File: src/spm_pkg.sv
// Package for the shunt power math datapath: register map, fields, reset values, timing.
// Assumes a 125 MHz core clock and a serial front end that decodes register addresses.
package spm_pkg;
  localparam logic [7:0]  ADDR_BUS_VOLTAGE    = 8'h02;
  localparam logic [7:0]  ADDR_POWER          = 8'h03;
  localparam logic [7:0]  ADDR_CURRENT        = 8'h04;
  localparam logic [7:0]  ADDR_CALIBRATION    = 8'h05;
  localparam int          OVF_BIT             = 0;
  localparam int          CONVERSION_READY_FLAG_BIT            = 1;
  localparam int          BUS_VALUE_LSB       = 3;
  localparam int          BUS_TOP_BIT         = 15;
  localparam int          CAL_UNUSED_BIT      = 0;
  localparam int          CURRENT_SHIFT       = 12;
  localparam logic [31:0] POWER_DIVISOR       = 32'h0000_1388;
  localparam logic [15:0] RESULT_RESET        = 16'h0000;
  localparam logic [15:0] CAL_RESET           = 16'h0000;
  localparam logic [15:0] CAL_WRITE_MASK      = 16'hFFFE;
  localparam logic [2:0]  MODE_POWER_DOWN     = 3'h0;
  localparam logic [2:0]  MODE_DISABLE        = 3'h4;
  localparam int          DIV_CYCLES          = 32;
  typedef enum logic [1:0] {SPM_IDLE, SPM_MUL, SPM_DIV, SPM_DONE} spm_state_e;
endpackage

File: src/spm_div_if.sv
// Interface between the math control and the power divider.
// Assumes one clock domain shared by both modules.
interface spm_div_if;
  logic        start;
  logic [31:0] dividend;
  logic        busy;
  logic        done;
  logic [31:0] quotient;
  modport ctrl (output start, output dividend, input busy, input done, input quotient);
  modport unit (input start, input dividend, output busy, output done, output quotient);
endinterface

File: src/spm_divider.sv
// Restoring divider of an unsigned 32-bit magnitude by the fixed power divisor.
// Assumes start is pulsed only while busy is low.
module spm_divider (
  input  wire logic  clk_in,
  input  wire logic  rst_in,
  spm_div_if.unit    div
);
  logic [31:0] rem_r, rem_nxt, quo_r, quo_nxt;
  logic [5:0]  cnt_r, cnt_nxt;
  logic        busy_r, busy_nxt, done_r, done_nxt;
  logic [32:0] trial;

  always_comb begin
    rem_nxt  = rem_r;
    quo_nxt  = quo_r;
    cnt_nxt  = cnt_r;
    busy_nxt = busy_r;
    done_nxt = 1'b0;
    trial    = 33'h0_0000_0000;
    if (div.start && !busy_r) begin
      rem_nxt  = 32'h0000_0000;
      quo_nxt  = div.dividend;
      cnt_nxt  = 6'(spm_pkg::DIV_CYCLES);
      busy_nxt = 1'b1;
    end else if (busy_r) begin
      trial = {rem_r, quo_r[31]} - {1'b0, spm_pkg::POWER_DIVISOR};
      if (!trial[32]) begin
        rem_nxt = trial[31:0];
        quo_nxt = {quo_r[30:0], 1'b1};
      end else begin
        rem_nxt = {rem_r[30:0], quo_r[31]};
        quo_nxt = {quo_r[30:0], 1'b0};
      end
      cnt_nxt = cnt_r - 6'h01;
      if (cnt_r == 6'h01) begin
        busy_nxt = 1'b0;
        done_nxt = 1'b1;
      end
    end
  end

  always_ff @(posedge clk_in) begin
    if (rst_in) begin
      rem_r  <= 32'h0000_0000;
      quo_r  <= 32'h0000_0000;
      cnt_r  <= 6'h00;
      busy_r <= 1'b0;
      done_r <= 1'b0;
    end else begin
      rem_r  <= rem_nxt;
      quo_r  <= quo_nxt;
      cnt_r  <= cnt_nxt;
      busy_r <= busy_nxt;
      done_r <= done_nxt;
    end
  end

  assign div.busy     = busy_r;
  assign div.done     = done_r;
  assign div.quotient = quo_r;
endmodule

File: src/spm_calibration.sv
// Calibration register with its void low bit.
// Assumes write strobes come from the register front end on the same clock.
module spm_calibration (
  input  wire logic        clk_in,
  input  wire logic        rst_in,
  input  wire logic        wr_en_in,
  input  wire logic [15:0] wr_data_in,
  output logic      [15:0] cal_out
);
  logic [15:0] cal_r, cal_nxt;

  always_comb begin
    cal_nxt = cal_r;
    if (wr_en_in) begin
      cal_nxt = wr_data_in & spm_pkg::CAL_WRITE_MASK;
    end
  end

  always_ff @(posedge clk_in) begin
    if (rst_in) begin
      cal_r <= spm_pkg::CAL_RESET;
    end else begin
      cal_r <= cal_nxt;
    end
  end

  assign cal_out = cal_r;
endmodule

File: src/spm_math_top.sv
// Result computation and status for the current and power monitor.
// Assumes conversions, mode writes and register strobes arrive from same-clock logic.
// Summary of operation
// - Ready flag sets after all math completes.
// - Latest results always readable.
// - New mode write clears ready, except off.
// - Power register read clears ready flag.
// - Overflow flag marks out-of-range current or power.
// - Current equals shunt times calibration over 4096.
// - Power equals current times bus over 5000.
// - Current stored as 16-bit two's complement.
// - Power register 03h read-only, resets zero.
// - Current register 04h read-only, resets zero.
// - Calibration 05h bits 15..1 writable.
// - Calibration bit 0 always zero.
// - Calibration clears at reset.
// - Bus value starts at bit 3.
// - Bus register 02h holds reading and flags.
// - 16 V range forces bus top bit zero.
module spm_math_top (
  input  wire logic        clk_in,
  input  wire logic        rst_in,
  input  wire logic        conv_valid_in,
  input  wire logic [15:0] shunt_value_in,
  input  wire logic [15:0] bus_sample_in,
  input  wire logic        bus_range_select_in,
  input  wire logic        mode_write_in,
  input  wire logic [2:0]  mode_value_in,
  input  wire logic        reg_read_in,
  input  wire logic        reg_write_in,
  input  wire logic [7:0]  reg_addr_in,
  input  wire logic [15:0] reg_wdata_in,
  output logic      [15:0] reg_rdata_out,
  output logic      [15:0] bus_voltage_out,
  output logic      [15:0] power_out,
  output logic      [15:0] current_out,
  output logic      [15:0] calibration_out,
  output logic             conversion_ready_flag_out,
  output logic             math_overflow_flag_out
);
  spm_div_if div ();

  spm_pkg::spm_state_e state_r, state_nxt;
  logic        [15:0] cur_r, cur_nxt;
  logic        [15:0] pwr_r, pwr_nxt;
  logic        [12:0] bus_r, bus_nxt;
  logic        [15:0] shunt_r, shunt_nxt;
  logic               conversion_ready_flag_r, conversion_ready_flag_nxt;
  logic               ovf_r, ovf_nxt;
  logic               cur_ovf_r, cur_ovf_nxt;
  logic        [15:0] rdata_r, rdata_nxt;
  logic        [15:0] cal;
  logic               cal_wr;
  logic signed [32:0] cur_prod;
  logic signed [32:0] cur_full;
  logic        [15:0] cur_mag;
  logic        [31:0] pwr_prod;
  logic               start;
  logic               calc_done;
  logic        [16:0] pwr_sat;

  // Saturate a signed value into 16 bits and report overflow.
  function automatic logic [16:0] sat16(input logic signed [32:0] v);
    if (v > 33'sd32767) begin
      sat16 = {1'b1, 16'h7FFF};
    end else if (v < -33'sd32768) begin
      sat16 = {1'b1, 16'h8000};
    end else begin
      sat16 = {1'b0, v[15:0]};
    end
  endfunction

  // Saturate an unsigned quotient into 16 bits and report overflow.
  function automatic logic [16:0] satu16(input logic [31:0] v);
    if (v > 32'h0000_FFFF) begin
      satu16 = {1'b1, 16'hFFFF};
    end else begin
      satu16 = {1'b0, v[15:0]};
    end
  endfunction

  // Address match shared by the write strobe, the read side effect and the read mux.
  function automatic logic addr_hit(input logic [7:0] a, input logic [7:0] r);
    addr_hit = (a == r);
  endfunction

  // Power-down and disable leave the ready flag alone; every other mode clears it.
  function automatic logic mode_clears(input logic [2:0] m);
    mode_clears = (m != spm_pkg::MODE_POWER_DOWN) && (m != spm_pkg::MODE_DISABLE);
  endfunction

  // Two's complement magnitude; the most negative code maps to 8000h, read as unsigned.
  function automatic logic [15:0] mag16(input logic [15:0] v);
    if (v[15]) begin
      mag16 = 16'(-v);
    end else begin
      mag16 = v;
    end
  endfunction

  assign cal_wr = reg_write_in && addr_hit(reg_addr_in, spm_pkg::ADDR_CALIBRATION);

  spm_calibration u_cal (
    .clk_in     (clk_in),
    .rst_in     (rst_in),
    .wr_en_in   (cal_wr),
    .wr_data_in (reg_wdata_in),
    .cal_out    (cal)
  );

  spm_divider u_div (
    .clk_in (clk_in),
    .rst_in (rst_in),
    .div    (div)
  );

  // Calibration bit 0 is always zero, so the full word is the value used.
  always_comb begin
    cur_prod = 33'($signed(shunt_r)) * $signed({17'h0_0000, cal});
    cur_full = cur_prod >>> spm_pkg::CURRENT_SHIFT;
    cur_mag  = mag16(cur_r);
    pwr_prod = 32'(cur_mag) * 32'(bus_r);
  end

  assign start          = (state_r == spm_pkg::SPM_MUL);
  assign div.start      = start;
  assign div.dividend   = pwr_prod;

  // Conversion engine: capture, current, then power through the shared divider.
  always_comb begin
    logic [16:0] s;
    s           = 17'h0_0000;
    state_nxt   = state_r;
    cur_nxt     = cur_r;
    pwr_nxt     = pwr_r;
    bus_nxt     = bus_r;
    shunt_nxt   = shunt_r;
    cur_ovf_nxt = cur_ovf_r;
    case (state_r)
      spm_pkg::SPM_IDLE: begin
        // A sample offered while busy is dropped; the last results stay readable.
        if (conv_valid_in) begin
          shunt_nxt = shunt_value_in;
          bus_nxt   = bus_sample_in[spm_pkg::BUS_TOP_BIT:spm_pkg::BUS_VALUE_LSB];
          if (!bus_range_select_in) begin
            bus_nxt[12] = 1'b0;
          end
          state_nxt = spm_pkg::SPM_DIV;
        end
      end
      spm_pkg::SPM_DIV: begin
        // Calibration is sampled here; a later write affects the next sample only.
        s           = sat16(cur_full);
        cur_nxt     = s[15:0];
        cur_ovf_nxt = s[16];
        state_nxt   = spm_pkg::SPM_MUL;
      end
      spm_pkg::SPM_MUL: begin
        // The divider takes its start pulse at the end of this cycle.
        state_nxt = spm_pkg::SPM_DONE;
      end
      spm_pkg::SPM_DONE: begin
        if (div.done) begin
          pwr_nxt   = pwr_sat[15:0];
          state_nxt = spm_pkg::SPM_IDLE;
        end
      end
      default: begin
        state_nxt = spm_pkg::SPM_IDLE;
      end
    endcase
  end

  // The divider reports done once, so this is a single-cycle completion strobe.
  assign calc_done = (state_r == spm_pkg::SPM_DONE) && div.done;
  assign pwr_sat   = satu16(div.quotient);

  // Status flags. A set on completion wins over a same-cycle clear, so a
  // finished conversion is never hidden from a host that polls at that moment.
  always_comb begin
    conversion_ready_flag_nxt = conversion_ready_flag_r;
    ovf_nxt  = ovf_r;
    if (calc_done) begin
      ovf_nxt  = cur_ovf_r || pwr_sat[16];
      conversion_ready_flag_nxt = 1'b1;
    end else begin
      if (mode_write_in && mode_clears(mode_value_in)) begin
        conversion_ready_flag_nxt = 1'b0;
      end
      if (reg_read_in && addr_hit(reg_addr_in, spm_pkg::ADDR_POWER)) begin
        conversion_ready_flag_nxt = 1'b0;
      end
    end
  end

  // Read data reflects the register contents before this cycle's side effects.
  always_comb begin
    rdata_nxt = 16'h0000;
    if (addr_hit(reg_addr_in, spm_pkg::ADDR_BUS_VOLTAGE)) begin
      rdata_nxt = {bus_r, 1'b0, conversion_ready_flag_r, ovf_r};
    end else if (addr_hit(reg_addr_in, spm_pkg::ADDR_POWER)) begin
      rdata_nxt = pwr_r;
    end else if (addr_hit(reg_addr_in, spm_pkg::ADDR_CURRENT)) begin
      rdata_nxt = cur_r;
    end else if (addr_hit(reg_addr_in, spm_pkg::ADDR_CALIBRATION)) begin
      rdata_nxt = cal;
    end
  end

  // Engine state and results.
  always_ff @(posedge clk_in) begin
    if (rst_in) begin
      state_r   <= spm_pkg::SPM_IDLE;
      cur_r     <= spm_pkg::RESULT_RESET;
      pwr_r     <= spm_pkg::RESULT_RESET;
      bus_r     <= 13'h0000;
      shunt_r   <= 16'h0000;
      cur_ovf_r <= 1'b0;
    end else begin
      state_r   <= state_nxt;
      cur_r     <= cur_nxt;
      pwr_r     <= pwr_nxt;
      bus_r     <= bus_nxt;
      shunt_r   <= shunt_nxt;
      cur_ovf_r <= cur_ovf_nxt;
    end
  end

  always_ff @(posedge clk_in) begin
    if (rst_in) begin
      conversion_ready_flag_r <= 1'b0;
      ovf_r  <= 1'b0;
    end else begin
      conversion_ready_flag_r <= conversion_ready_flag_nxt;
      ovf_r  <= ovf_nxt;
    end
  end

  always_ff @(posedge clk_in) begin
    if (rst_in) begin
      rdata_r <= 16'h0000;
    end else begin
      rdata_r <= rdata_nxt;
    end
  end

  // The mirror lags the register by one cycle so that the port comes from a flop.
  always_ff @(posedge clk_in) begin
    if (rst_in) begin
      calibration_out <= spm_pkg::CAL_RESET;
    end else begin
      calibration_out <= cal;
    end
  end

  assign reg_rdata_out             = rdata_r;
  assign bus_voltage_out           = {bus_r, 1'b0, conversion_ready_flag_r, ovf_r};
  assign power_out                 = pwr_r;
  assign current_out               = cur_r;
  assign conversion_ready_flag_out = conversion_ready_flag_r;
  assign math_overflow_flag_out    = ovf_r;
endmodule

File: config.mk
export PLATFORM = sky130hd
export DESIGN_NAME = spm_math_top
export DESIGN_NICKNAME = d
export VERILOG_FILES = /design/src/spm_pkg.sv /design/src/spm_div_if.sv /design/src/spm_divider.sv /design/src/spm_calibration.sv /design/src/spm_math_top.sv
export SDC_FILE = /design/constraint.sdc
export NUM_CORES = 1
export LEC_CHECK = 0
export BUFFER_PORTS_ARGS = -buffer_cell sky130_fd_sc_hd__buf_2
export CAP_MARGIN = 20
export CORE_ASPECT_RATIO = 0.6
export CORE_MARGIN = 2
export CORE_UTILIZATION = 30
export DETAILED_ROUTE_END_ITERATION = 16
export GPL_ROUTABILITY_DRIVEN = 1
export SYNTH_ARGS = -nofsm -noshare
export SYNTH_HDL_FRONTEND = slang
export SYNTH_SLANG_ARGS = --single-unit
File: constraint.sdc
create_clock -name clk_in -period 6.7 [get_ports clk_in]
set_clock_uncertainty 0.2 [all_clocks]
set_input_delay 0.335 -clock clk_in [delete_from_list [all_inputs] [get_ports clk_in]]
set_output_delay 0.335 -clock clk_in [all_outputs]
set_load 0.005 [all_outputs]
-- Word level (Yosys, flattened, before mapping)
Index checks and enable logic that the tools add are counted.
- register bits after elaboration: 184
- output and inout port bits: 82
- logic and storage cells: 82
- add/subtract/negate cells: 3
- $mul: 2
- magnitude comparators: 3
- eq/ne operators: 11
- mux-type cells: 25
- bitwise logic cells: 1
- reductions and logical operators: 18
- operator list (kind ; number):
    $mux 16 ; 5
    $mux 29 ; 2
    $mux 17 ; 3
    $sub 33x13->33 const B ; 1
    $gt 32x16->1 const B ; 1
    $mul 16x16->32 ; 1
    $mux 32 ; 1
    $mul 16x13->29 ; 1
    $gt 21x16->1 const B ; 1
    $lt 21x16->1 const B ; 1
    $eq 8x2->1 const B ; 2
    $eq 8x3->1 const B ; 2
    $neg 16->16 ; 1
    $mux 6 ; 2
    $mux 1 ; 9
    $pmux 2 s4 ; 1
    $eq 6x1->1 const B ; 1
    $logic_and 1x1->1 ; 6
    $reduce_and 2->1 ; 3
    $reduce_bool 3->1 ; 2
    $sub 6x1->6 const B ; 1
    $eq 2x2->1 const B ; 2
    $mux 2 ; 2
    $reduce_or 2->1 ; 2
    other kinds (10) ; 10

-- Logic depth before layout (Yosys ltp)
- depth after elaboration: 6
- gate-level depth with buffers: 30

-- Modules after synthesis
From an unflattened synthesis, not the netlist that was laid out.
- cells, all modules: 2649
- area total of the unflattened synthesis: 23174.7 um^2
- by module, submodules not included (module ; times used ; cells each ; area an instance (um^2) ; seq. area each (um^2)):
    spm_math_top ; 1 ; 2151 ; 18926.9 ; 1961.9
    spm_divider ; 1 ; 448 ; 3694.8 ; 1441.4
    spm_calibration ; 1 ; 50 ; 553.0 ; 300.3

-- Worst setup path after synthesis
No wires, ideal clock.
- path type: register to register
- from: register cur_r[3] (netlist: current_out[3])
- to: register u_div.quo_r[28] (netlist: u_div.div.quotient[28])
- library setup time: 0.086 ns
- arrival time: 6.763 ns
- required time: 6.414 ns
- slack: -0.349 ns
- cell stages (with the launch flop): 27
- clock period less this slack: 7.049 ns
- cells stage by stage: dfxtp_1 > clkbuf_1 > nor4_1 > nand2_1 > or4_1 > o41ai_1 > xnor2_1 > clkbuf_1 > nand2_1 > fa_1 > inv_1 > fa_1 > fa_1 > inv_1 > fa_1 > inv_1 > fa_1 > ha_1 > a21o_1 > a21o_1 > a21oi_1 > o21ai_1 > a211oi_2 > o41ai_1 > mux2i_1 > xnor2_1 > a211oi_1
- word-level cells in the longest chain between the ends: 4
- RTL lines (item ; line ; source):
    start: declaration ; spm_math_top.sv:44 ; logic [15:0] cur_r, cur_nxt;
    start signal: assignment ; spm_math_top.sv:214 ; cur_r <= spm_pkg::RESULT_RESET;
    start signal: assignment ; spm_math_top.sv:221 ; cur_r <= cur_nxt;
    $neg 16->16 ; spm_math_top.sv:95 ; mag16 = 16'(-v);
    $mux 16 * ; spm_math_top.sv:94 ; if (v[15]) begin
    $mul 16x13->29 * ; spm_math_top.sv:122 ; pwr_prod = 32'(cur_mag) * 32'(bus_r);
    $mux 29 * ; spm_divider.sv:20 ; if (div.start && !busy_r) begin
    end signal: assignment ; spm_divider.sv:51 ; quo_r <= quo_nxt;
    end: declaration ; spm_divider.sv:8 ; logic [31:0] rem_r, rem_nxt, quo_r, quo_nxt;
Mark *: on every way between the ends. The rest lies on a longest branch, timed or not.
A chain may end at the register's enable or synchronous reset.

-- Worst setup path in the final report
- from: register cur_r[4] (netlist: current_out[4])
- to: register u_div.quo_r[26] (netlist: u_div.div.quotient[26])
The elaborated chain is that of the path after synthesis.

==> flow_summary.json <==
{
  "synth-simple-area-share_pct": 16.5,
  "required_ns": 6.89,
  "htreeDepth": 4,
  "clockBufferDepth": 2,
  "cts_buffers": 17,
  "slew_headroom_pct": 25.2,
  "synth_top_area_cell": "fa_1",
  "synth_seq_cells": 184,
  "synth_top_cell_area_share_pct": 34.2,
  "nFillCells": 7836,
  "synth_edf_count": 0,
  "ff_latch_area_sq_mm": 0.00375,
  "irDropWorstVdd_uv": 190,
  "ioPinCount": 148,
  "synth-xor-area-share_pct": 3.67,
  "clk_latency_ns": 0.50,
  "hold_viol": 0,
  "final_cell_mix": "inv_1 (464), fa_1 (390), nand2_1 (385)",
  "whs_ns": 0.0251,
  "synth_ff_type": "dfxtp_1",
  "drtAntennaViolNets": 0,
  "core_sq_mm": 0.0773,
  "grt_overflow": 0,
  "tightest_slew_ns": 1.12,
  "fin_cells": 4057,
  "vias": 19026,
  "die_x_um": 364,
  "drt_iter0_markers": 1596,
  "drc_errors": 0,
  "avgSynthCellArea_sq_um": 8.82,
  "layout-drive-gt1-share_pct": 20.7,
  "antenna_found_initial": 2,
  "grt_pass1_wl_um": 115000,
  "setup_slack_ns": -0.227,
  "period_share_pct": 103,
  "wl_um": 74100,
  "switching_share_pct": 41.5,
  "multi_input_comb_area_sq_mm": 0.0180,
  "firstDrtPassIters": 6,
  "cap_viol_max_count": 0,
  "die_area_sq_mm": 0.0802,
  "cts.clk_slew.worst_paths_ns": 0.09,
  "outcome": "finished with violations",
  "grt_start_max_net_pins": 87,
  "rows": 79,
  "synth_top_cells_by_area": "fa_1 (34%), dfxtp_1 (16%), ha_1 (8.7%)",
  "pwr-share-seq_pct": 34.7,
  "hp-class": "input pin to register",
  "cts_tree": "built",
  "layout_commonest_cell": "inv_1",
  "pre_cts_slack_ns": -0.502,
  "pwr_density_cell_mw_per_mm2": 146,
  "syn_inst": 2650,
  "yosysSeqAreaShare_pct": 15.8,
  "reg2reg_depth": 26,
  "initial_core_util_pct": 30.2,
  "intPower_uw": 2480,
  "synth_compound_area_share_pct": 9.92,
  "fmax_mhz": 144,
  "synth_area_sq_mm": 0.0234,
  "min_period_ns": 6.93,
  "startpoint_type": "register",
  "grt_usage_pct": 19.0,
  "nNetsFinal": 3617,
  "die_h_um": 220,
  "place_inst": 3956,
  "rsz0062_at_grt": "true",
  "power.share.clock_pct": 25.6,
  "combPwrFrac_pct": 39.6,
  "synth.area.mux_share_pct": 1.25,
  "root_buffer": "clkbuf_16",
  "synth_cell_types": 69,
  "yosysWarnings": 0,
  "gp_congestion": 0.899,
  "power_switching_uw": 1760,
  "finalMaxSlewViolations": 0,
  "synthAdderAreaFrac_pct": 42.8,
  "post-route-util_pct": 37.5,
  "async_flop_share_pct": 0,
  "critical_path.max_fanout": 3,
  "power.leakage_uw": 0.0141,
  "syn2layout_area_growth_pct": 24.0,
  "end_kind": "register",
  "drt-wirelength-per-cell_um": 18.3,
  "setup_viol": 12,
  "cp.arrival_ns": 7.12,
  "dp_hpwl_um": 60200,
  "synth_top_family_by_area": "adder cells",
  "violations": "setup timing",
  "viasPerCell": 4.69,
  "crit_type": "register to register",
  "io_buffers": 140,
  "grt_pass1_vias": 19070,
  "cts_sinks": 184,
  "min_path_cells": 4
}
-- critical path, cell delays in order (launching register included) --
cell,delay (ns)
dfxtp_2,0.34
nor4_4,0.32
nand2_2,0.12
or4_4,0.47
buf_6,0.15
o41ai_4,0.40
xnor2_2,0.20
nand2_2,0.09
fa_1,0.52
inv_1,0.05
fa_1,0.46
fa_1,0.53
inv_2,0.04
fa_1,0.52
inv_1,0.05
fa_1,0.56
ha_4,0.22
a21o_1,0.17
a21o_1,0.18
a21oi_2,0.14
o21ai_2,0.10
a211oi_4,0.32
o41ai_4,0.10
buf_4,0.17
xnor2_4,0.15
a21oi_2,0.07
o21a_1,0.17
-- worst paths after layout --
kind                                from                                     end  slack [ns]
max          current_out[4]$_SDFFE_PP0N_     u_div.div.quotient[26]$_SDFFE_PP0P_       -0.23
max reg2reg  current_out[4]$_SDFFE_PP0N_     u_div.div.quotient[26]$_SDFFE_PP0P_       -0.23
min reg2reg      shunt_r[5]$_SDFFE_PP0P_                 shunt_r[5]$_SDFFE_PP0P_        0.29
min                          reg_read_in  conversion_ready_flag_out$_SDFFE_PP0P_        0.03
-- synth_stat cells (all sizes together) (28+ instances only) --
cell type,count
a211oi,28
a21oi,128
a22oi,30
and2,197
clkbuf,132
dfxtp,184
fa,399
ha,162
inv,476
mux2i,28
nand2,394
nor2,100
o21ai,53
xnor2,58
xor2,37
-- per-layer routing --
| metal | track usage [%] | part of all wire (%) | up-vias |
|---|---|---|---|
| li1 | - | - | 8913 |
| met1 | 28.9 | 49 | 9311 |
| met2 | 24.1 | 35 | 729 |
| met3 | 8.40 | 13 | 73 |
| met4 | 4.05 | 1.9 | 0 |
| met5 | 0 | 0 | - |
-- power groups by stage --
stage	combinational [uW]	sequential, uW	clock [uW]
floorplan	1220	1370	0
global placement	1600	1490	0
detailed placement	1610	1480	0
CTS	1660	1460	1100
global route	1860	1490	1150
finish	1680	1470	1090
-- registers in the layout, indices dropped and copies added, names as in the netlist, 15 cells and up --
name,cells
current_out,16
calibration_out,15
u_div.rem_r,32
power_out,16
shunt_r,16
u_cal.cal_out,15
reg_rdata_out,16
u_div.div.quotient,32
-- cells by family (layout without fill, tap and decap cells) --
family          count (synthesis)  count (layout)
fa+ha+maj                     561             561
other cells                     1               4
flops                         184             184
compound gates                352             352
buf+inv                       620             971
simple gates                  808             808
xor+xnor                       95              95
mux                            29              29
-- final cells by class --
cell class | instances | area share, %
Tap cell | 1053 | 4.55
Clock inverter | 13 | 0.505
Inverter | 477 | 6.20
Sequential cell | 184 | 12.9
Antenna cell | 2 | 0.0173
Multi-Input combinational cell | 1847 | 62.2
Clock buffer | 18 | 1.52
Timing Repair Buffer | 463 | 12.0
-- per-stage QoR --
step | TNS, ns | total power [uW] | area, sq um
floorplan | 0 | 2590 | 23400
finish | -1.32 | 4240 | 29000
detailed placement | -11.31 | 3090 | 27000
global route | -5.26 | 4500 | 29000
CTS | -0.342 | 4220 | 28400
global placement | -9.54 | 3080 | 27000
-- timing repair --
item / in CTS / in global routing
hold endpoints to repair: 41 / 0
cloned: 0 / 1
setup buffers: 12 / 16
setup endpoints to repair: 31 / 32
gates resized for setup: 62 / 119
pin swaps: 22 / 79
hold buffers: 41 / 0
(Power assumes the default switching activity.)
